### src/iemb_pkg.sv
/*
 Package for the interrupt enable mask bank: register offsets, implemented-bit masks,
 field positions, bus response codes and the carrier structs.
 Assumes a 32-bit AXI4-Lite register bus and 16-bit mask registers in the low bits.
*/
// Operation
// - An enable bit at one passes its source's request; at zero blocks it.
// - All implemented enable bits reset to zero; every source starts masked.
// - Bit 15 of mask 0, bit 2 of mask 1, bit 13 of mask 2 read zero.
// - Implemented enable bits are read/write and read back the last written value.
// - Mask 0 bit 14 gates DMA channel 1 done; bit 13 gates ADC one done.
// - Mask 0 bit 12 gates UART one transmit; bit 11 gates UART one receive.
// - Mask 0 bit 10 gates SPI one event; bit 9 gates SPI one error.
// - Mask 0 bit 8 gates timer three, bit 7 timer two, bit 3 timer one.
// - Mask 0 bits 6,5 gate compare/capture two; bits 2,1 compare/capture one.
// - Mask 0 bit 4 gates DMA channel 0 done; bit 0 external interrupt zero.
// - Mask 1 bit 15 gates UART two transmit; bit 14 UART two receive.
// - Mask 1 bit 13 gates external interrupt two; bit 4 external interrupt one.
// - Mask 1 bit 12 gates timer five; bit 11 gates timer four.
// - Mask 1 bits 10,9 gate compare four, three; bit 8 DMA channel 2.
// - Mask 1 bits 7,6 gate capture eight, seven; bit 5 ADC two done.
// - Mask 1 bit 3 change notify; bit 1 I2C one master; bit 0 slave.
// - Mask 2 bit 15 gates timer six; bit 14 DMA channel 4 done.
// - Mask 2 bits 12 to 9 gate compare channels eight to five.
// - Mask 2 bits 8 to 5 gate capture six to three; bit 4 DMA three.
// - Mask 2 bit 3 gates CAN one event; bit 2 CAN one receive ready.
// - Mask 2 bit 1 gates SPI two event; bit 0 SPI two error.
// - Each source's flag input is gated by its enable bit toward the processor.
// - Each source has a 3-bit priority; zero disables it regardless of enable.
package iemb_pkg;

   localparam int          NUM_REGS  = 3;
   localparam int          REG_W     = 16;
   localparam int          PRIO_W    = 3;
   localparam int          ADDR_W    = 4;

   // ----------------------------------------------------------------------
   // Register map
   // ----------------------------------------------------------------------
   localparam logic [ADDR_W-1:0] MASK0_ADDR = 4'h0;
   localparam logic [ADDR_W-1:0] MASK1_ADDR = 4'h4;
   localparam logic [ADDR_W-1:0] MASK2_ADDR = 4'h8;

   // Implemented bits of each mask register; zero marks an unimplemented position.
   localparam logic [REG_W-1:0] MASK0_IMPL = 16'h7FFF;
   localparam logic [REG_W-1:0] MASK1_IMPL = 16'hFFFB;
   localparam logic [REG_W-1:0] MASK2_IMPL = 16'hDFFF;
   localparam logic [REG_W-1:0] MASK_RESET = 16'h0000;

   localparam logic [PRIO_W-1:0] PRIO_OFF   = 3'h0;
   localparam logic [1:0]        RESP_OKAY  = 2'h0;
   localparam logic [1:0]        RESP_SLVERR = 2'h2;

   // ----------------------------------------------------------------------
   // Field positions inside the mask registers
   // ----------------------------------------------------------------------
   localparam int DMA_CH1_DONE_EN     = 14;
   localparam int ADC_ONE_DONE_EN     = 13;
   localparam int UART_ONE_TX_EN      = 12;
   localparam int UART_ONE_RX_EN      = 11;
   localparam int SPI_ONE_EVENT_EN    = 10;
   localparam int SPI_ONE_ERROR_EN    = 9;
   localparam int TIMER_THREE_EN      = 8;
   localparam int TIMER_TWO_EN        = 7;
   localparam int COMPARE_TWO_EN      = 6;
   localparam int CAPTURE_TWO_EN      = 5;
   localparam int DMA_CH0_DONE_EN     = 4;
   localparam int TIMER_ONE_EN        = 3;
   localparam int COMPARE_ONE_EN      = 2;
   localparam int CAPTURE_ONE_EN      = 1;
   localparam int EXT_IRQ_ZERO_EN     = 0;

   localparam int UART_TWO_TX_EN      = 15;
   localparam int UART_TWO_RX_EN      = 14;
   localparam int EXT_IRQ_TWO_EN      = 13;
   localparam int TIMER_FIVE_EN       = 12;
   localparam int TIMER_FOUR_EN       = 11;
   localparam int COMPARE_FOUR_EN     = 10;
   localparam int COMPARE_THREE_EN    = 9;
   localparam int DMA_CH2_DONE_EN     = 8;
   localparam int CAPTURE_EIGHT_EN    = 7;
   localparam int CAPTURE_SEVEN_EN    = 6;
   localparam int ADC_TWO_DONE_EN     = 5;
   localparam int EXT_IRQ_ONE_EN      = 4;
   localparam int CHANGE_NOTIFY_EN    = 3;
   localparam int I2C_ONE_MASTER_EN   = 1;
   localparam int I2C_ONE_SLAVE_EN    = 0;

   localparam int TIMER_SIX_EN        = 15;
   localparam int DMA_CH4_DONE_EN     = 14;
   localparam int COMPARE_EIGHT_EN    = 12;
   localparam int COMPARE_SEVEN_EN    = 11;
   localparam int COMPARE_SIX_EN      = 10;
   localparam int COMPARE_FIVE_EN     = 9;
   localparam int CAPTURE_SIX_EN      = 8;
   localparam int CAPTURE_FIVE_EN     = 7;
   localparam int CAPTURE_FOUR_EN     = 6;
   localparam int CAPTURE_THREE_EN    = 5;
   localparam int DMA_CH3_DONE_EN     = 4;
   localparam int CAN_ONE_EVENT_EN    = 3;
   localparam int CAN_ONE_RX_READY_EN = 2;
   localparam int SPI_TWO_EVENT_EN    = 1;
   localparam int SPI_TWO_ERROR_EN    = 0;

   // ----------------------------------------------------------------------
   // Carrier types
   // ----------------------------------------------------------------------
   typedef logic [NUM_REGS-1:0][REG_W-1:0]             iemb_vec_t;
   typedef logic [NUM_REGS-1:0][REG_W-1:0][PRIO_W-1:0] iemb_prio_t;

   typedef struct packed {
      logic [ADDR_W-1:0] awaddr;
      logic              awvalid;
      logic [31:0]       wdata;
      logic [3:0]        wstrb;
      logic              wvalid;
      logic              bready;
      logic [ADDR_W-1:0] araddr;
      logic              arvalid;
      logic              rready;
   } iemb_axi_req_t;

   typedef struct packed {
      logic        awready;
      logic        wready;
      logic [1:0]  bresp;
      logic        bvalid;
      logic        arready;
      logic [31:0] rdata;
      logic [1:0]  rresp;
      logic        rvalid;
   } iemb_axi_rsp_t;

   typedef struct packed {
      iemb_vec_t         mask;
      iemb_vec_t         req;
      logic              aw_held;
      logic [ADDR_W-1:0] aw_addr;
      logic              w_held;
      logic [31:0]       w_data;
      logic [3:0]        w_strb;
      iemb_axi_rsp_t     rsp;
   } iemb_state_t;

   function automatic logic [REG_W-1:0] impl_bits(input logic [1:0] idx);
      case (idx)
         2'h0:    impl_bits = MASK0_IMPL;
         2'h1:    impl_bits = MASK1_IMPL;
         2'h2:    impl_bits = MASK2_IMPL;
         default: impl_bits = MASK_RESET;
      endcase
   endfunction : impl_bits

   // Returns the register index for a byte address, or 3 when nothing is mapped there.
   function automatic logic [1:0] decode(input logic [ADDR_W-1:0] addr);
      case (addr)
         MASK0_ADDR: decode = 2'h0;
         MASK1_ADDR: decode = 2'h1;
         MASK2_ADDR: decode = 2'h2;
         default:    decode = 2'h3;
      endcase
   endfunction : decode

endpackage : iemb_pkg

### src/iemb_mask_bank.sv
/*
 Interrupt enable mask bank: three 16-bit enable registers on an AXI4-Lite slave,
 gating per-source flag inputs into registered request outputs.
 Assumes flags and priorities come from logic on aclk; aresetn is synchronous, active low.
*/
`timescale 1ns/100ps
module iemb_mask_bank (
   input  wire logic                aclk,
   input  wire logic                aresetn,
   input  wire iemb_pkg::iemb_axi_req_t axi_req,
   output      iemb_pkg::iemb_axi_rsp_t axi_rsp,
   input  wire iemb_pkg::iemb_vec_t     src_flag,
   input  wire iemb_pkg::iemb_prio_t    src_prio,
   output      iemb_pkg::iemb_vec_t     irq_req,
   output      iemb_pkg::iemb_vec_t     mask_out
);
   import iemb_pkg::*;

   iemb_state_t s_q;
   iemb_state_t s_d;

   logic [1:0] widx;
   logic [1:0] ridx;
   logic [REG_W-1:0] wbits;
   iemb_vec_t        en;

   // ----------------------------------------------------------------------
   // Per-source enables
   // ----------------------------------------------------------------------
   // Each source is placed by its own field constant. A position that no source owns can never
   // request, whatever the mask register holds, so a stray mask bit cannot raise a request.
   always_comb begin
      en = '0;
      en[0][DMA_CH1_DONE_EN]     = s_q.mask[0][DMA_CH1_DONE_EN];
      en[0][ADC_ONE_DONE_EN]     = s_q.mask[0][ADC_ONE_DONE_EN];
      en[0][UART_ONE_TX_EN]      = s_q.mask[0][UART_ONE_TX_EN];
      en[0][UART_ONE_RX_EN]      = s_q.mask[0][UART_ONE_RX_EN];
      en[0][SPI_ONE_EVENT_EN]    = s_q.mask[0][SPI_ONE_EVENT_EN];
      en[0][SPI_ONE_ERROR_EN]    = s_q.mask[0][SPI_ONE_ERROR_EN];
      en[0][TIMER_THREE_EN]      = s_q.mask[0][TIMER_THREE_EN];
      en[0][TIMER_TWO_EN]        = s_q.mask[0][TIMER_TWO_EN];
      en[0][TIMER_ONE_EN]        = s_q.mask[0][TIMER_ONE_EN];
      en[0][COMPARE_TWO_EN]      = s_q.mask[0][COMPARE_TWO_EN];
      en[0][CAPTURE_TWO_EN]      = s_q.mask[0][CAPTURE_TWO_EN];
      en[0][COMPARE_ONE_EN]      = s_q.mask[0][COMPARE_ONE_EN];
      en[0][CAPTURE_ONE_EN]      = s_q.mask[0][CAPTURE_ONE_EN];
      en[0][DMA_CH0_DONE_EN]     = s_q.mask[0][DMA_CH0_DONE_EN];
      en[0][EXT_IRQ_ZERO_EN]     = s_q.mask[0][EXT_IRQ_ZERO_EN];
      en[1][UART_TWO_TX_EN]      = s_q.mask[1][UART_TWO_TX_EN];
      en[1][UART_TWO_RX_EN]      = s_q.mask[1][UART_TWO_RX_EN];
      en[1][EXT_IRQ_TWO_EN]      = s_q.mask[1][EXT_IRQ_TWO_EN];
      en[1][EXT_IRQ_ONE_EN]      = s_q.mask[1][EXT_IRQ_ONE_EN];
      en[1][TIMER_FIVE_EN]       = s_q.mask[1][TIMER_FIVE_EN];
      en[1][TIMER_FOUR_EN]       = s_q.mask[1][TIMER_FOUR_EN];
      en[1][COMPARE_FOUR_EN]     = s_q.mask[1][COMPARE_FOUR_EN];
      en[1][COMPARE_THREE_EN]    = s_q.mask[1][COMPARE_THREE_EN];
      en[1][DMA_CH2_DONE_EN]     = s_q.mask[1][DMA_CH2_DONE_EN];
      en[1][CAPTURE_EIGHT_EN]    = s_q.mask[1][CAPTURE_EIGHT_EN];
      en[1][CAPTURE_SEVEN_EN]    = s_q.mask[1][CAPTURE_SEVEN_EN];
      en[1][ADC_TWO_DONE_EN]     = s_q.mask[1][ADC_TWO_DONE_EN];
      en[1][CHANGE_NOTIFY_EN]    = s_q.mask[1][CHANGE_NOTIFY_EN];
      en[1][I2C_ONE_MASTER_EN]   = s_q.mask[1][I2C_ONE_MASTER_EN];
      en[1][I2C_ONE_SLAVE_EN]    = s_q.mask[1][I2C_ONE_SLAVE_EN];
      en[2][TIMER_SIX_EN]        = s_q.mask[2][TIMER_SIX_EN];
      en[2][DMA_CH4_DONE_EN]     = s_q.mask[2][DMA_CH4_DONE_EN];
      en[2][COMPARE_EIGHT_EN]    = s_q.mask[2][COMPARE_EIGHT_EN];
      en[2][COMPARE_SEVEN_EN]    = s_q.mask[2][COMPARE_SEVEN_EN];
      en[2][COMPARE_SIX_EN]      = s_q.mask[2][COMPARE_SIX_EN];
      en[2][COMPARE_FIVE_EN]     = s_q.mask[2][COMPARE_FIVE_EN];
      en[2][CAPTURE_SIX_EN]      = s_q.mask[2][CAPTURE_SIX_EN];
      en[2][CAPTURE_FIVE_EN]     = s_q.mask[2][CAPTURE_FIVE_EN];
      en[2][CAPTURE_FOUR_EN]     = s_q.mask[2][CAPTURE_FOUR_EN];
      en[2][CAPTURE_THREE_EN]    = s_q.mask[2][CAPTURE_THREE_EN];
      en[2][DMA_CH3_DONE_EN]     = s_q.mask[2][DMA_CH3_DONE_EN];
      en[2][CAN_ONE_EVENT_EN]    = s_q.mask[2][CAN_ONE_EVENT_EN];
      en[2][CAN_ONE_RX_READY_EN] = s_q.mask[2][CAN_ONE_RX_READY_EN];
      en[2][SPI_TWO_EVENT_EN]    = s_q.mask[2][SPI_TWO_EVENT_EN];
      en[2][SPI_TWO_ERROR_EN]    = s_q.mask[2][SPI_TWO_ERROR_EN];
   end

   // ----------------------------------------------------------------------
   // Next state
   // ----------------------------------------------------------------------
   always_comb begin
      s_d   = s_q;
      widx  = 2'h0;
      ridx  = 2'h0;
      wbits = MASK_RESET;

      // Write address and data are latched independently, in either order.
      if (axi_req.awvalid && s_q.rsp.awready) begin
         s_d.aw_held     = 1'b1;
         s_d.aw_addr     = axi_req.awaddr;
         s_d.rsp.awready = 1'b0;
      end
      if (axi_req.wvalid && s_q.rsp.wready) begin
         s_d.w_held     = 1'b1;
         s_d.w_data     = axi_req.wdata;
         s_d.w_strb     = axi_req.wstrb;
         s_d.rsp.wready = 1'b0;
      end
      if (s_q.rsp.bvalid && axi_req.bready) begin
         s_d.rsp.bvalid  = 1'b0;
         s_d.rsp.awready = 1'b1;
         s_d.rsp.wready  = 1'b1;
      end

      if (s_q.aw_held && s_q.w_held && !s_q.rsp.bvalid) begin
         widx = decode(s_q.aw_addr);
         // Unmapped writes are answered with an error rather than dropped silently.
         if (widx == 2'h3) begin
            s_d.rsp.bresp = RESP_SLVERR;
         end else begin
            s_d.rsp.bresp = RESP_OKAY;
            wbits = impl_bits(widx);
            if (s_q.w_strb[0]) begin
               s_d.mask[widx][7:0] = s_q.w_data[7:0] & wbits[7:0];
            end
            if (s_q.w_strb[1]) begin
               s_d.mask[widx][15:8] = s_q.w_data[15:8] & wbits[15:8];
            end
         end
         s_d.aw_held    = 1'b0;
         s_d.w_held     = 1'b0;
         s_d.rsp.bvalid = 1'b1;
      end

      if (s_q.rsp.rvalid && axi_req.rready) begin
         s_d.rsp.rvalid  = 1'b0;
         s_d.rsp.arready = 1'b1;
      end
      if (axi_req.arvalid && s_q.rsp.arready) begin
         ridx = decode(axi_req.araddr);
         s_d.rsp.arready = 1'b0;
         s_d.rsp.rvalid  = 1'b1;
         if (ridx == 2'h3) begin
            s_d.rsp.rdata = 32'h0000_0000;
            s_d.rsp.rresp = RESP_SLVERR;
         end else begin
            // Upper half-word and unimplemented bits always read zero.
            s_d.rsp.rdata = {16'h0000, s_q.mask[ridx] & impl_bits(ridx)};
            s_d.rsp.rresp = RESP_OKAY;
         end
      end

      // Requests are registered so the outputs stay glitch free; one cycle of latency.
      for (int r = 0; r < NUM_REGS; r++) begin
         for (int b = 0; b < REG_W; b++) begin
            s_d.req[r][b] = src_flag[r][b] && en[r][b]
                            && (src_prio[r][b] != PRIO_OFF);
         end
      end

      if (!aresetn) begin
         s_d             = '0;
         s_d.mask        = {NUM_REGS{MASK_RESET}};
         s_d.rsp.awready = 1'b1;
         s_d.rsp.wready  = 1'b1;
         s_d.rsp.arready = 1'b1;
      end
   end

   // ----------------------------------------------------------------------
   // State register
   // ----------------------------------------------------------------------
   always_ff @(posedge aclk) begin
      s_q <= s_d;
   end

   assign axi_rsp  = s_q.rsp;
   assign irq_req  = s_q.req;
   assign mask_out = s_q.mask;

endmodule : iemb_mask_bank

### config.mk
export PLATFORM = sky130hd
export DESIGN_NAME = iemb_mask_bank
export DESIGN_NICKNAME = d
export VERILOG_FILES = /design/src/iemb_pkg.sv /design/src/iemb_mask_bank.sv
export SDC_FILE = /design/constraint.sdc
export NUM_CORES = 1
export LEC_CHECK = 0
export ABC_CLOCK_PERIOD_IN_PS = 3330
export BUFFER_PORTS_ARGS = -buffer_cell sky130_fd_sc_hd__buf_2
export CORE_AREA = 2 2 148 150
export CTS_CLUSTER_SIZE = 28
export DETAILED_ROUTE_END_ITERATION = 10
export DIE_AREA = 0 0 150 152
export PLACE_DENSITY = 0.58
export SETUP_SLACK_MARGIN = 0.15
export SYNTH_ARGS = -nofsm -noshare
export SYNTH_HDL_FRONTEND = slang
export SYNTH_SLANG_ARGS = --single-unit
export TNS_END_PERCENT = 50
### constraint.sdc
create_clock -name aclk -period 3.33 [get_ports aclk]
set_input_delay 0.666 -clock aclk [delete_from_list [all_inputs] [get_ports aclk]]
set_output_delay 0.666 -clock aclk [all_outputs]
set_load 0.02 [all_outputs]
# After elaboration in Yosys (flattened, before gate mapping)
# Index checks and enable logic that the tools add are counted.
dict set report totals {
  register_bits 179
  latchBits 0
  ram_bits 0
  mem_bits_ro 0
  in_bits 243
  out_inout_bits 137
  elab_cells 222
  memories 0
}
dict set report op_classes {
  n_addsub 0
  mul 0
  div 0
  magnitude_cmp 3
  n_eq_ne 10
  n_shift 0
  mux 29
  bitwise_logic 5
  n_reduce_logical 153
}
# operator count
set op_table {}
lappend op_table {{2-to-1 mux 48 bit} 4}
lappend op_table {{nonzero test 3 bit} 45}
lappend op_table {{logical AND 1 bit} 98}
lappend op_table {{bitwise mux 48 bit} 2}
lappend op_table {{2-to-1 mux 16 bit} 6}
lappend op_table {{case mux 16 bit (3 select lines)} 2}
lappend op_table {{demux 16 bit (select 2 bit)} 2}
lappend op_table {{2-to-1 mux 36 bit} 1}
lappend op_table {{binary-select mux 16 bit (select 2 bit)} 1}
lappend op_table {{2-to-1 mux 18 bit} 1}
lappend op_table {{AND 16 bit} 1}
lappend op_table {{AND 8 bit} 2}
lappend op_table {{case mux 2 bit (3 select lines)} 2}
lappend op_table {{== test 2 bit (second input constant)} 4}
lappend op_table {{== test 4 x 3 -> 1 bit (second input constant)} 2}
lappend op_table {{== test 4 bit (second input constant)} 2}
lappend op_table {{zero test 4 bit} 2}
lappend op_table {{2-to-1 mux 8 bit} 1}
lappend op_table {{< comparator 2 x 3 -> 1 bit (second input constant)} 2}
lappend op_table {{2-to-1 mux 2 bit} 3}
lappend op_table {{== test 2 x 1 -> 1 bit (second input constant)} 2}
lappend op_table {{zero test 2 bit} 2}
lappend op_table {{2-to-1 mux 1 bit} 4}
lappend op_table {{nonzero test 2 bit} 2}
lappend op_table {{5 further kinds} 7}

# Depth between registers and ports, before layout
# Gate-level depths: netlist of the first run.
dict set report logic_depth {
  depth_word 14
  mapped_depth 9
  mapped_depth_nobuf 7
}

# Least setup slack after synthesis of the first run
# Ideal clock, no wire load.
dict set report synth_timing {
  path_type {in2reg}
  start {input port axi_req[3] in the netlist's numbering}
  end {register s_q (netlist bit axi_rsp[18])}
  setup_time_ns 0.088
  arrival_time_ns 2.308
  t_required_ns 3.242
  slack_ns 0.934
  stages 7
  n_path_buf 2
  path_cell_list {or4b_1 -> buf_6 -> buf_12 -> ha_1 -> a21oi_2 -> a22oi_1 -> o31ai_1}
}
dict set report synth_via {
  elab_chain_cells 9
  elab_cells_between_ends 16
  cone_classes {eq/ne: 5; mux: 8; bitwise: 1; reduce/logical: 2}
}
# element line
set synth_lines {}
lappend synth_lines {{start: declaration} iemb_mask_bank.sv:10} ;# input wire iemb_pkg::iemb_axi_req_t axi_req,
lappend synth_lines {{== test 4 bit (tied with other cells)} iemb_pkg.sv:156} ;# case (addr)
lappend synth_lines {{case mux 2 bit (3 select lines) *} iemb_pkg.sv:156}
lappend synth_lines {{2-to-1 mux 2 bit *} iemb_mask_bank.sv:132} ;# if (axi_req.arvalid && s_q.rsp.arready) begin
lappend synth_lines {{== test 2 bit (tied with other cells)} iemb_pkg.sv:146} ;# case (idx)
lappend synth_lines {{case mux 16 bit (3 select lines)} iemb_pkg.sv:146}
lappend synth_lines {{2-to-1 mux 16 bit} iemb_mask_bank.sv:136} ;# if (ridx == 2'h3) begin
lappend synth_lines {{2-to-1 mux 16 bit} iemb_mask_bank.sv:132}
lappend synth_lines {{AND 16 bit} iemb_mask_bank.sv:141} ;# s_d.rsp.rdata = {16'h0000, s_q.mask[ridx] & impl_bits(ridx)};
lappend synth_lines {{2-to-1 mux 18 bit *} iemb_mask_bank.sv:136}
lappend synth_lines {{end signal: assignment} iemb_mask_bank.sv:167} ;# s_q <= s_d;
lappend synth_lines {{end: declaration} iemb_mask_bank.sv:19} ;# iemb_state_t s_q;
# Mark *: on every way between the ends. The rest lies on a longest branch, timed or not. The select of a mux whose other input is x is not followed.
# A chain may end at the register's enable or synchronous reset.

# Final worst setup path of the first run
dict set report layout_timing {
  start {register s_q[81] in the netlist's numbering}
  end {register s_q (netlist bit mask_out[7])}
}
dict set report layout_via {
  elab_chain_cells 14
  elab_cells_between_ends 27
  cone_classes {order compare: 2; eq/ne: 5; mux: 14; bitwise: 2; reduce/logical: 4}
}
# element line
set layout_lines {}
lappend layout_lines {{== test 4 bit (tied with other cells)} iemb_pkg.sv:156}
lappend layout_lines {{case mux 2 bit (3 select lines) *} iemb_pkg.sv:156}
lappend layout_lines {{2-to-1 mux 2 bit *} iemb_mask_bank.sv:108} ;# if (s_q.aw_held && s_q.w_held && !s_q.rsp.bvalid) begin
lappend layout_lines {{== test 2 bit (tied with other cells)} iemb_pkg.sv:146}
lappend layout_lines {{case mux 16 bit (3 select lines)} iemb_pkg.sv:146}
lappend layout_lines {{2-to-1 mux 16 bit} iemb_mask_bank.sv:111} ;# if (widx == 2'h3) begin
lappend layout_lines {{2-to-1 mux 16 bit} iemb_mask_bank.sv:108}
lappend layout_lines {{AND 8 bit} iemb_mask_bank.sv:117} ;# s_d.mask[widx][7:0] = s_q.w_data[7:0] & wbits[7:0];
lappend layout_lines {{bitwise mux 48 bit} iemb_mask_bank.sv:117}
lappend layout_lines {{2-to-1 mux 48 bit} iemb_mask_bank.sv:116} ;# if (s_q.w_strb[0]) begin
lappend layout_lines {{2-to-1 mux 48 bit} iemb_mask_bank.sv:111}
lappend layout_lines {{2-to-1 mux 48 bit} iemb_mask_bank.sv:108}
lappend layout_lines {{bitwise mux 48 bit} iemb_mask_bank.sv:120} ;# s_d.mask[widx][15:8] = s_q.w_data[15:8] & wbits[15:8];
lappend layout_lines {{2-to-1 mux 48 bit} iemb_mask_bank.sv:119} ;# if (s_q.w_strb[1]) begin
# Marks and branches as above.

==> impl_metrics.yaml, run 1 <==
grt:
  grt.total_usage_pct: 16.42
  grt_max_degree: 74
  grt_antenna_before_repair: 1
  grt_pass1_vias: 5044
  overflow: 0
  grt_pass1_wl_um: 28190
sta:
  slew_violations: 0
  whs_ps: 448.3
  fin_crit_sh_pct: 77.65
  hold_viol: 0
  slew_headroom_pct: 44.98
  clock.fmax_mhz: 386.7
  worstMarginPinSlew_ps: 825.3
  fin_skew_ps: 10.01
  final-setup-viol-count: 0
  period_needed_ps: 2586
  rsz0062_at_grt: "false"
  fin_setup_tns_ps: 0
worst_hold_path:
  hold_start: "axi_rsp[16]"
  whs_endpoint: "axi_rsp[16]"
  min_delay_path_depth: 2
  hold_class: "flop to flop"
clocking:
  clock-sinks: 140
  cts_tree: "yes"
  cts-buffers-inserted: 17
  cts-root-buf: "clkbuf_16"
  clockBufferDepth: 2
  clkLatencyLatePin_ps: 420
  h-tree-depth: 4
  cts_resized: 0
  cts-hold-fix-buffers: 0
  path_clk_slew_ps: 60
  post_cts_buffers: 0
yosys:
  ys.flop_type: "dfxtp_1"
  syn_area_um2: 6412
  synth_top_area_share_pct: 43.71
  syn-mean-instance-area_um2: 8.713
  synth_seq_area_share_pct: 43.71
  synth-edff-count: 0
  synthDistinctLibCells: 44
  synthTopCellsByArea: "dfxtp_1, buf_4, nand3_1, nand2_1, o21ai_0"
  synthesis.instances: 736
  async_flop_share_pct: 0
  synth_largest_area_cell: "dfxtp_1"
  synth_most_common_cell: "dfxtp_1"
  synth-seq-cells: 140
  yosys-top-cells-count: "dfxtp_1, buf_4, nand3_1, nand2_1, o21ai_0"
  yosysWarnings: 0
detailed_routing:
  drcViolationCount: 0
  first_iter_violations: 209
  routedWlPerCell_um: 15.52
  drtPass1Iterations: 4
  wl_um: 19260
  via_per_inst: 4.504
  vias: 5589
  drtAntennaViolNets: 0
critical_path:
  worstPathCellList: "or4b_2 > ha_1 > o21ai_0 > nand4_2 > mux2i_1"
  crit_path_max_incr_delay_ps: 690
  r2r-end: "mask_out[7]"
  slowest_stage: "or4b_2"
  rr_startpoint: "s_q[81]"
  worstPathMaxFanout: 8
  rrSetupSlack_ps: 740
  start_kind: "flop"
  critPathKind: "flop to flop"
  arrival_ps: 2870
  crit_path_end_kind: "flop"
  crit_required_ps: 3610
  reg2reg_depth: 5
power_and_ir_drop:
  comb_power_share_pct: 9.7
  p_clk_share_pct: 44.9
  irDropWorstVdd_uv: 280.5
  power_density_nw_per_um2: 480.5
  power_w: 0.003822
  swShare_pct: 26.19
  power.switching_w: 0.001001
  seqPwrFrac_pct: 45.3
  power_leakage_nw: 3.823
  internal_power_w: 0.002821
layout:
  area.growth.synth_to_final_pct: 24.06
  nNetsFinal: 1194
  fin_util_pct: 37.26
  drive_gt1_share_pct: 40.63
  fin_cells: 1241
die:
  initial_utilization_pct: 30.03
  io_pins: 380
  coreArea_um2: 21350
  die_w_um: 150
  num_rows: 54
  dieHeight_um: 152
  dieArea_um2: 22800
place:
  hpwl_um: 15100
  placedCellCount: 1208
  globalplace.congestion: 0.7106
  port_buffers: 328
job:
  cap_violations: 0
outcome:
  status: "completed"
per-layer routing:
metal  track usage (%)  share of wire [%]  vias to the layer above
li1                  -                  -                     2813
met1             19.33                 41                     2560
met3             4.474                6.6                       11
met5                 0                  0                        -
met2             29.09                 51                      205
met4             4.447                1.1                        0
power groups by stage:
stage / Sequential [W] / Clock (W) / Combinational (W)
2_1_floorplan: 0.00176 / 0 / 0.000217
3_3_place_gp: 0.00177 / 0 / 0.000373
3_5_place_dp: 0.00177 / 0 / 0.000377
4_1_cts: 0.00173 / 0.00177 / 0.000378
5_1_grt: 0.00174 / 0.00184 / 0.000413
6_report: 0.00173 / 0.00172 / 0.000372
cells by family (layout without fill, tap and decap cells):
group           after synthesis  after routing  share of synthesized area, %
other cells                   1             22                       0.05848
simple gates                289            289                         21.97
mux                          27             27                         4.527
flops                       140            140                         43.71
compound gates              101            101                         10.34
buf+inv                     174            378                         18.61
fa+ha+maj                     4              4                        0.7805
layout make-up:
cell class                 count  area [um^2]
fill                        2282        13400
sequential                   140         2803
multi-input combinational    442         2502
timing repair buffer         340         1747
clock buffer                  19        432.9
tap                          280        350.3
clock inverter                13        95.09
inverter                       6        22.52
antenna                        1        2.502
registers in the layout (all words and copies together) (netlist names):
signal / flops
irq_req: 45
mask_out: 48
s_q: 24
axi_rsp: 23
worst max-delay path, delay by kind of cell (launching register included):
| family | cells | cell delay (ps) |
|---|---|---|
| compound gates | 1 | 320 |
| fa+ha+maj | 1 | 290 |
| flops | 1 | 440 |
| mux | 1 | 230 |
| simple gates | 2 | 1170 |
placed cells by master (no fill, tap or decap), drive strengths merged, types with 9 or more instances in the layout:
cell type / count
a21boi: 26
nor2: 47
buf: 340
nand4: 9
nor3: 45
mux2: 10
nand2: 78
conb: 21
nor3b: 15
mux2i: 17
dfxtp: 140
clkbuf: 19
o21ai: 47
nand3: 79
worst max-delay path by stage:
stage | start | to | cells past startpoint
after detailed placement | axi_req[3] | axi_rsp[14] | 6
after global routing | s_q[81] | mask_out[12] | 5
after CTS | s_q[81] | mask_out[12] | 5
after floorplan | axi_req[3] | axi_rsp[18] | 7
after global placement | axi_req[3] | axi_rsp[14] | 6
final | s_q[81] | mask_out[7] | 5
per-stage QoR:
step | worst slack (ps) | instance area, um^2
2_1_floorplan | 934.0 | 6487
3_3_place_gp | 717.6 | 7425
3_5_place_dp | 689.9 | 7425
4_1_cts | 719.7 | 7953
5_1_grt | 579.9 | 7955
6_report | 744.1 | 7955
Power figures use the tool's default switching activity.
==> inputs of run 2 (changes only) <==
--- a/config.mk
+++ b/config.mk
@@ -5,13 +5,13 @@
 export SDC_FILE = /design/constraint.sdc
 export NUM_CORES = 1
 export LEC_CHECK = 0
-export ABC_CLOCK_PERIOD_IN_PS = 3330
+export ABC_CLOCK_PERIOD_IN_PS = 2200
 export BUFFER_PORTS_ARGS = -buffer_cell sky130_fd_sc_hd__buf_2
-export CORE_AREA = 2 2 148 150
+export CORE_AREA = 2 2 146 148
 export CTS_CLUSTER_SIZE = 28
 export DETAILED_ROUTE_END_ITERATION = 10
-export DIE_AREA = 0 0 150 152
-export PLACE_DENSITY = 0.58
+export DIE_AREA = 0 0 148 150
+export PLACE_DENSITY = 0.62
 export SETUP_SLACK_MARGIN = 0.15
 export SYNTH_ARGS = -nofsm -noshare
 export SYNTH_HDL_FRONTEND = slang
==> constraint.sdc (replaced) <==
create_clock -name aclk -period 2.2 [get_ports aclk]
set_input_delay 0.44 -clock aclk [delete_from_list [all_inputs] [get_ports aclk]]
set_output_delay 0.44 -clock aclk [all_outputs]
set_load 0.02 [all_outputs]
==> run 2 against run 1 <==
Critical path depth is 3 higher; global-route usage is 0.41 points higher; clock power is 69% higher; final area is 4.7% higher; core utilization is 3.0 points higher; combinational power is 68% higher; clock skew is 5.0 ps lower; cell count is 1.9% higher; largest cell class unchanged; highest routed layer is now met5.
==> impl_metrics.yaml, run 2 (synthesized netlist as in run 1, its figures left out) <==
critical_path:
  worstPathCellList: "or4b_4 > ha_4 > o41ai_4 > nand4_1 > buf_4 > buf_6 > nand3_1 > o21ai_0"
  cp_top_family: "simple AND/OR/NAND/NOR gates"
  endpoint: "mask_out[31]"
  worstPathBufferInverterCount: 2
  worstPathMaxFanout: 8
  critPathLaunch: "s_q[79]"
  rr_startpoint: "s_q[79]"
  reg2reg_depth: 8
  crit_required_ps: 2500
  critPathKind: "flop to flop"
  worst-path-stages: 8
  crit_path_max_incr_delay_ps: 580
  arrival_ps: 2300
  rrSetupSlack_ps: 200
  start_kind: "flop"
  crit_path_end_kind: "flop"
  slowest_stage: "or4b_4"
  r2r-end: "mask_out[31]"
worst_hold_path:
  hold_class: "input pin to flop"
  min_delay_path_depth: 2
outcome:
  status: "completed"
die:
  coreArea_um2: 20690
  io_pins: 380
  initial_utilization_pct: 30.99
  dieHeight_um: 150
  num_rows: 53
  die_w_um: 148
  dieArea_um2: 22200
power_and_ir_drop:
  power_leakage_nw: 4.030
  irDropWorstVdd_uv: 469.6
  power_density_nw_per_um2: 739.1
grt:
  grt_pass1_vias: 5090
  grt_max_degree: 32
  grt.total_usage_pct: 16.83
  grt_pass1_wl_um: 28170
  overflow: 0
  grt_antenna_before_repair: 2
detailed_routing:
  wl_um: 19400
  drtPass1Iterations: 4
  routedWlPerCell_um: 15.35
  first_iter_violations: 190
  vias: 5636
  drtAntennaViolNets: 0
  drcViolationCount: 0
  via_per_inst: 4.459
sta:
  period_needed_ps: 2001
  whs_ps: 227.8
  fin_crit_sh_pct: 90.97
  rsz0062_at_grt: "true"
  slew_violations: 0
  final-setup-viol-count: 0
  clock.fmax_mhz: 499.7
  hold_viol: 0
  fin_skew_ps: 5.031
  slew_headroom_pct: 50.76
  fin_setup_tns_ps: 0
  worstMarginPinSlew_ps: 736.8
layout:
  final_common_cell: "buf_2"
  antennaDiodeCount: 0
  largest_reg_flops: 48
  drive_gt1_share_pct: 42.87
  nNetsFinal: 1223
  final_cell_mix: "buf_2, dfxtp_1, nand3_1, nand2_1, nor2_1"
  area.growth.synth_to_final_pct: 29.89
place:
  globalplace.congestion: 0.7877
  hpwl_um: 15090
  port_buffers: 328
clocking:
  clkLatencyLatePin_ps: 410
  cts-root-buf: "clkbuf_16"
  cts_tree: "yes"
  clockBufferDepth: 2
  clock-sinks: 140
  path_clk_slew_ps: 60
  cts-hold-fix-buffers: 0
  cts-buffers-inserted: 17
  h-tree-depth: 4
job:
  cap_violations: 0
run 2: changes by cell type in the layout (fill, tap and decap cells not counted), sizes merged:
cell	before	now
clkinvlp	6	1
clkbuf	19	25
inv	8	5
buf	340	368
o41ai	1	2
diode	1	0
bufinv	0	3
clkinv	5	4
run 2: worst min path at each step:
stage	start	to	slack, ps
after global routing	src_prio[62]	irq_req[20]	230
final	axi_req[7]	axi_rsp[39]	230
after detailed placement	axi_rsp[16]	axi_rsp[16]	440
after global placement	axi_rsp[7]	axi_rsp[7]	430
after floorplan	axi_rsp[12]	axi_rsp[12]	430
after CTS	axi_req[7]	axi_rsp[39]	210
run 2: cell type report:
cell class	instances	area, um^2
inverter	6	22.52
tap	275	344.1
clock inverter	7	112.6
fill	2164	12360
clock buffer	25	475.5
sequential	140	2813
multi-input combinational	443	2565
timing repair buffer	368	1997
run 2: stage by stage:
step | instances | total power [W] | worst slack [ps] | instance area [um^2] | utilization [%]
after floorplan | 756 | 0.003002 | 128.5 | 6523 | -
after global placement | 1223 | 0.003267 | 48.63 | 7624 | 36.85
after detailed placement | 1223 | 0.003272 | 36.96 | 7624 | 36.85
after CTS | 1256 | 0.006212 | 150.6 | 8232 | 39.79
after global routing | 1264 | 0.006408 | 106.8 | 8329 | 40.26
final | 1264 | 0.006157 | 198.6 | 8329 | 40.26
run 2: worst register-to-register path, cell delays in order, from the launching register on:
cell,delay [ps]
dfxtp_4,370
or4b_4,580
ha_4,210
o41ai_4,80
nand4_1,170
buf_4,190
buf_6,140
nand3_1,70
o21ai_0,70
run 2: timing repair:
action	in CTS	in global routing
cloned	0	2
pin swaps	2	3
resized for setup	5	11
setup endpoints to repair	45	49
buffers inserted	1	6
hold endpoints to repair	0	0
run 2: metal layers:
layer,GRT usage [%],share of wire [%],vias to the layer above
met5,0,0.14,-
met4,4.857,1.3,4
met3,5.244,7.3,23
met2,28.89,49,179
met1,20.28,43,2566
li1,-,-,2864
run 2: where the power goes:
| part | total, W | leakage [nW] | internal, W | switching [W] |
|---|---|---|---|---|
| clock | 0.00291 | 0.285 | 0.00184 | 0.00107 |
| sequential | 0.00262 | 1.14 | 0.00258 | 0.0000398 |
| combinational | 0.000625 | 2.61 | 0.000295 | 0.000330 |
==> inputs of run 3 (changes only) <==
--- a/config.mk
+++ b/config.mk
@@ -6,12 +6,12 @@
 export NUM_CORES = 1
 export LEC_CHECK = 0
 export ABC_CLOCK_PERIOD_IN_PS = 2200
-export BUFFER_PORTS_ARGS = -buffer_cell sky130_fd_sc_hd__buf_2
 export CORE_AREA = 2 2 146 148
 export CTS_CLUSTER_SIZE = 28
 export DETAILED_ROUTE_END_ITERATION = 10
 export DIE_AREA = 0 0 148 150
-export PLACE_DENSITY = 0.62
+export DONT_BUFFER_PORTS = 1
+export PLACE_DENSITY = 0.45
 export SETUP_SLACK_MARGIN = 0.15
 export SYNTH_ARGS = -nofsm -noshare
 export SYNTH_HDL_FRONTEND = slang
==> run 3 against run 2 <==
Clock skew increased by 9.7 ps; largest power group unchanged; sequential power about the same; critical path type unchanged; combinational power decreased by 42%; global-route usage decreased by 1.2 points; critical path depth unchanged.
==> impl_metrics.yaml, run 3 (synthesized netlist as in run 1, its figures left out) <==
outcome:
  status: "completed"
layout:
  nNetsFinal: 892
  area.growth.synth_to_final_pct: 5.405
  largest_reg_flops: 48
  multiInputGateArea_um2: 2580
  drive_gt1_share_pct: 15.07
  register_area_um2: 2815
  final_cell_mix: "dfxtp_1, nand3_1, nand2_1"
  final_common_cell: "dfxtp_1"
  antennaDiodeCount: 0
  fin_util_pct: 32.67
  nFillCells: 2192
job:
  cap_violations: 0
worst_hold_path:
  hold_class: "input pin to flop"
  hold_start: "axi_req[44]"
sta:
  final-setup-viol-count: 0
  period_needed_ps: 1978
  fin_crit_sh_pct: 89.91
  hold_viol: 0
  slew_violations: 0
  clock.fmax_mhz: 505.6
  fin_skew_ps: 14.73
  rsz0062_at_grt: "false"
clocking:
  cts-root-buf: "clkbuf_16"
  cts-buffers-inserted: 17
  clock-sinks: 140
  h-tree-depth: 4
  path_clk_slew_ps: 60
  clockBufferDepth: 2
  cts_tree: "yes"
  clkLatencyLatePin_ps: 420
detailed_routing:
  drtPass1Iterations: 4
  first_iter_violations: 162
  via_per_inst: 4.819
  drcViolationCount: 0
  routedWlPerCell_um: 19.50
  wl_um: 18180
  drtAntennaViolNets: 0
  vias: 4491
critical_path:
  crit_required_ps: 2490
  worstPathMaxFanout: 8
  start_kind: "flop"
  crit_path_end_kind: "flop"
  arrival_ps: 2270
  rr_startpoint: "s_q[79]"
  critPathLaunch: "s_q[79]"
  critPathKind: "flop to flop"
grt:
  overflow: 0
  grt_antenna_before_repair: 0
  met3_usage_pct: 4.512
  grt_pass1_vias: 4277
  grt_max_degree: 142
  gr-usage-met1_pct: 18.73
  grt.total_usage_pct: 15.62
  gr-usage-met2_pct: 26.83
  grt_busiest_layer: "met2"
  grt_pass1_wl_um: 26020
die:
  io_pins: 380
  num_rows: 53
  die_w_um: 148
  initial_utilization_pct: 30.99
  coreArea_um2: 20690
  dieHeight_um: 150
  dieArea_um2: 22200
power_and_ir_drop:
  irDropWorstVdd_uv: 478.6
  power_density_nw_per_um2: 940.0
  power_w: 0.006353
  power_leakage_nw: 2.588
place:
  port_buffers: 0
  globalplace.congestion: 0.7182
  hpwl_um: 13330
run 3: layout make-up:
type,count,share of cell area [%]
Sequential cell,140,41.65
Clock inverter,12,3.425
Multi-Input combinational cell,443,38.17
Timing Repair Buffer,37,4.628
Clock buffer,19,6.701
Inverter,6,0.3332
Tap cell,275,5.091
run 3: repair_timing:
item	CTS	global route
setup endpoints to repair	49	49
hold buffers	0	0
gates cloned	1	1
buffers inserted	8	7
pin swaps	2	3
resized for setup	9	12
endpoints found under the hold margin	0	0
run 3: worst paths after layout:
kind / endpoint / slack [ps] / cells past startpoint
worst min register to register: s_q[46] / 460 / 2
worst max register to register: mask_out[35] / 220 / 8
worst min-delay path: axi_rsp[40] / 120 / 1
worst max-delay path: mask_out[35] / 220 / 8
run 3: critical path, stage by stage, from the launching register on:
cell     delay, ps
dfxtp_4        350
or4b_4         580
ha_4           220
o41ai_4         90
nand4_1        140
buf_4          180
buf_8          140
nand3_1         70
o21ai_0         80
run 3: per-layer routing:
metal,routed length (um),up-vias
li1,-,2205
met1,7469,2069
met2,9211,210
met3,1348,7
met4,148,0
met5,0,-
run 3: where the power goes:
group          internal [W]  switching (W)  total [W]
registers           0.00258      0.0000700    0.00265
logic              0.000159       0.000205   0.000364
clock network       0.00220        0.00114    0.00334
total               0.00494        0.00141    0.00635
run 3: metrics by stage:
step                      instances  instance area [um^2]  TNS, ps  hold slack [ps]  worst slack (ps)
after floorplan                 756                  6523        0            426.3             128.5
after global placement          884                  5859        0            453.9             63.12
after detailed placement        884                  5859   -9.180            458.4            -2.437
after CTS                       924                  6649        0            97.04             157.5
after global routing            932                  6759        0            112.4             146.1
final                           932                  6759        0            120.4             222.1
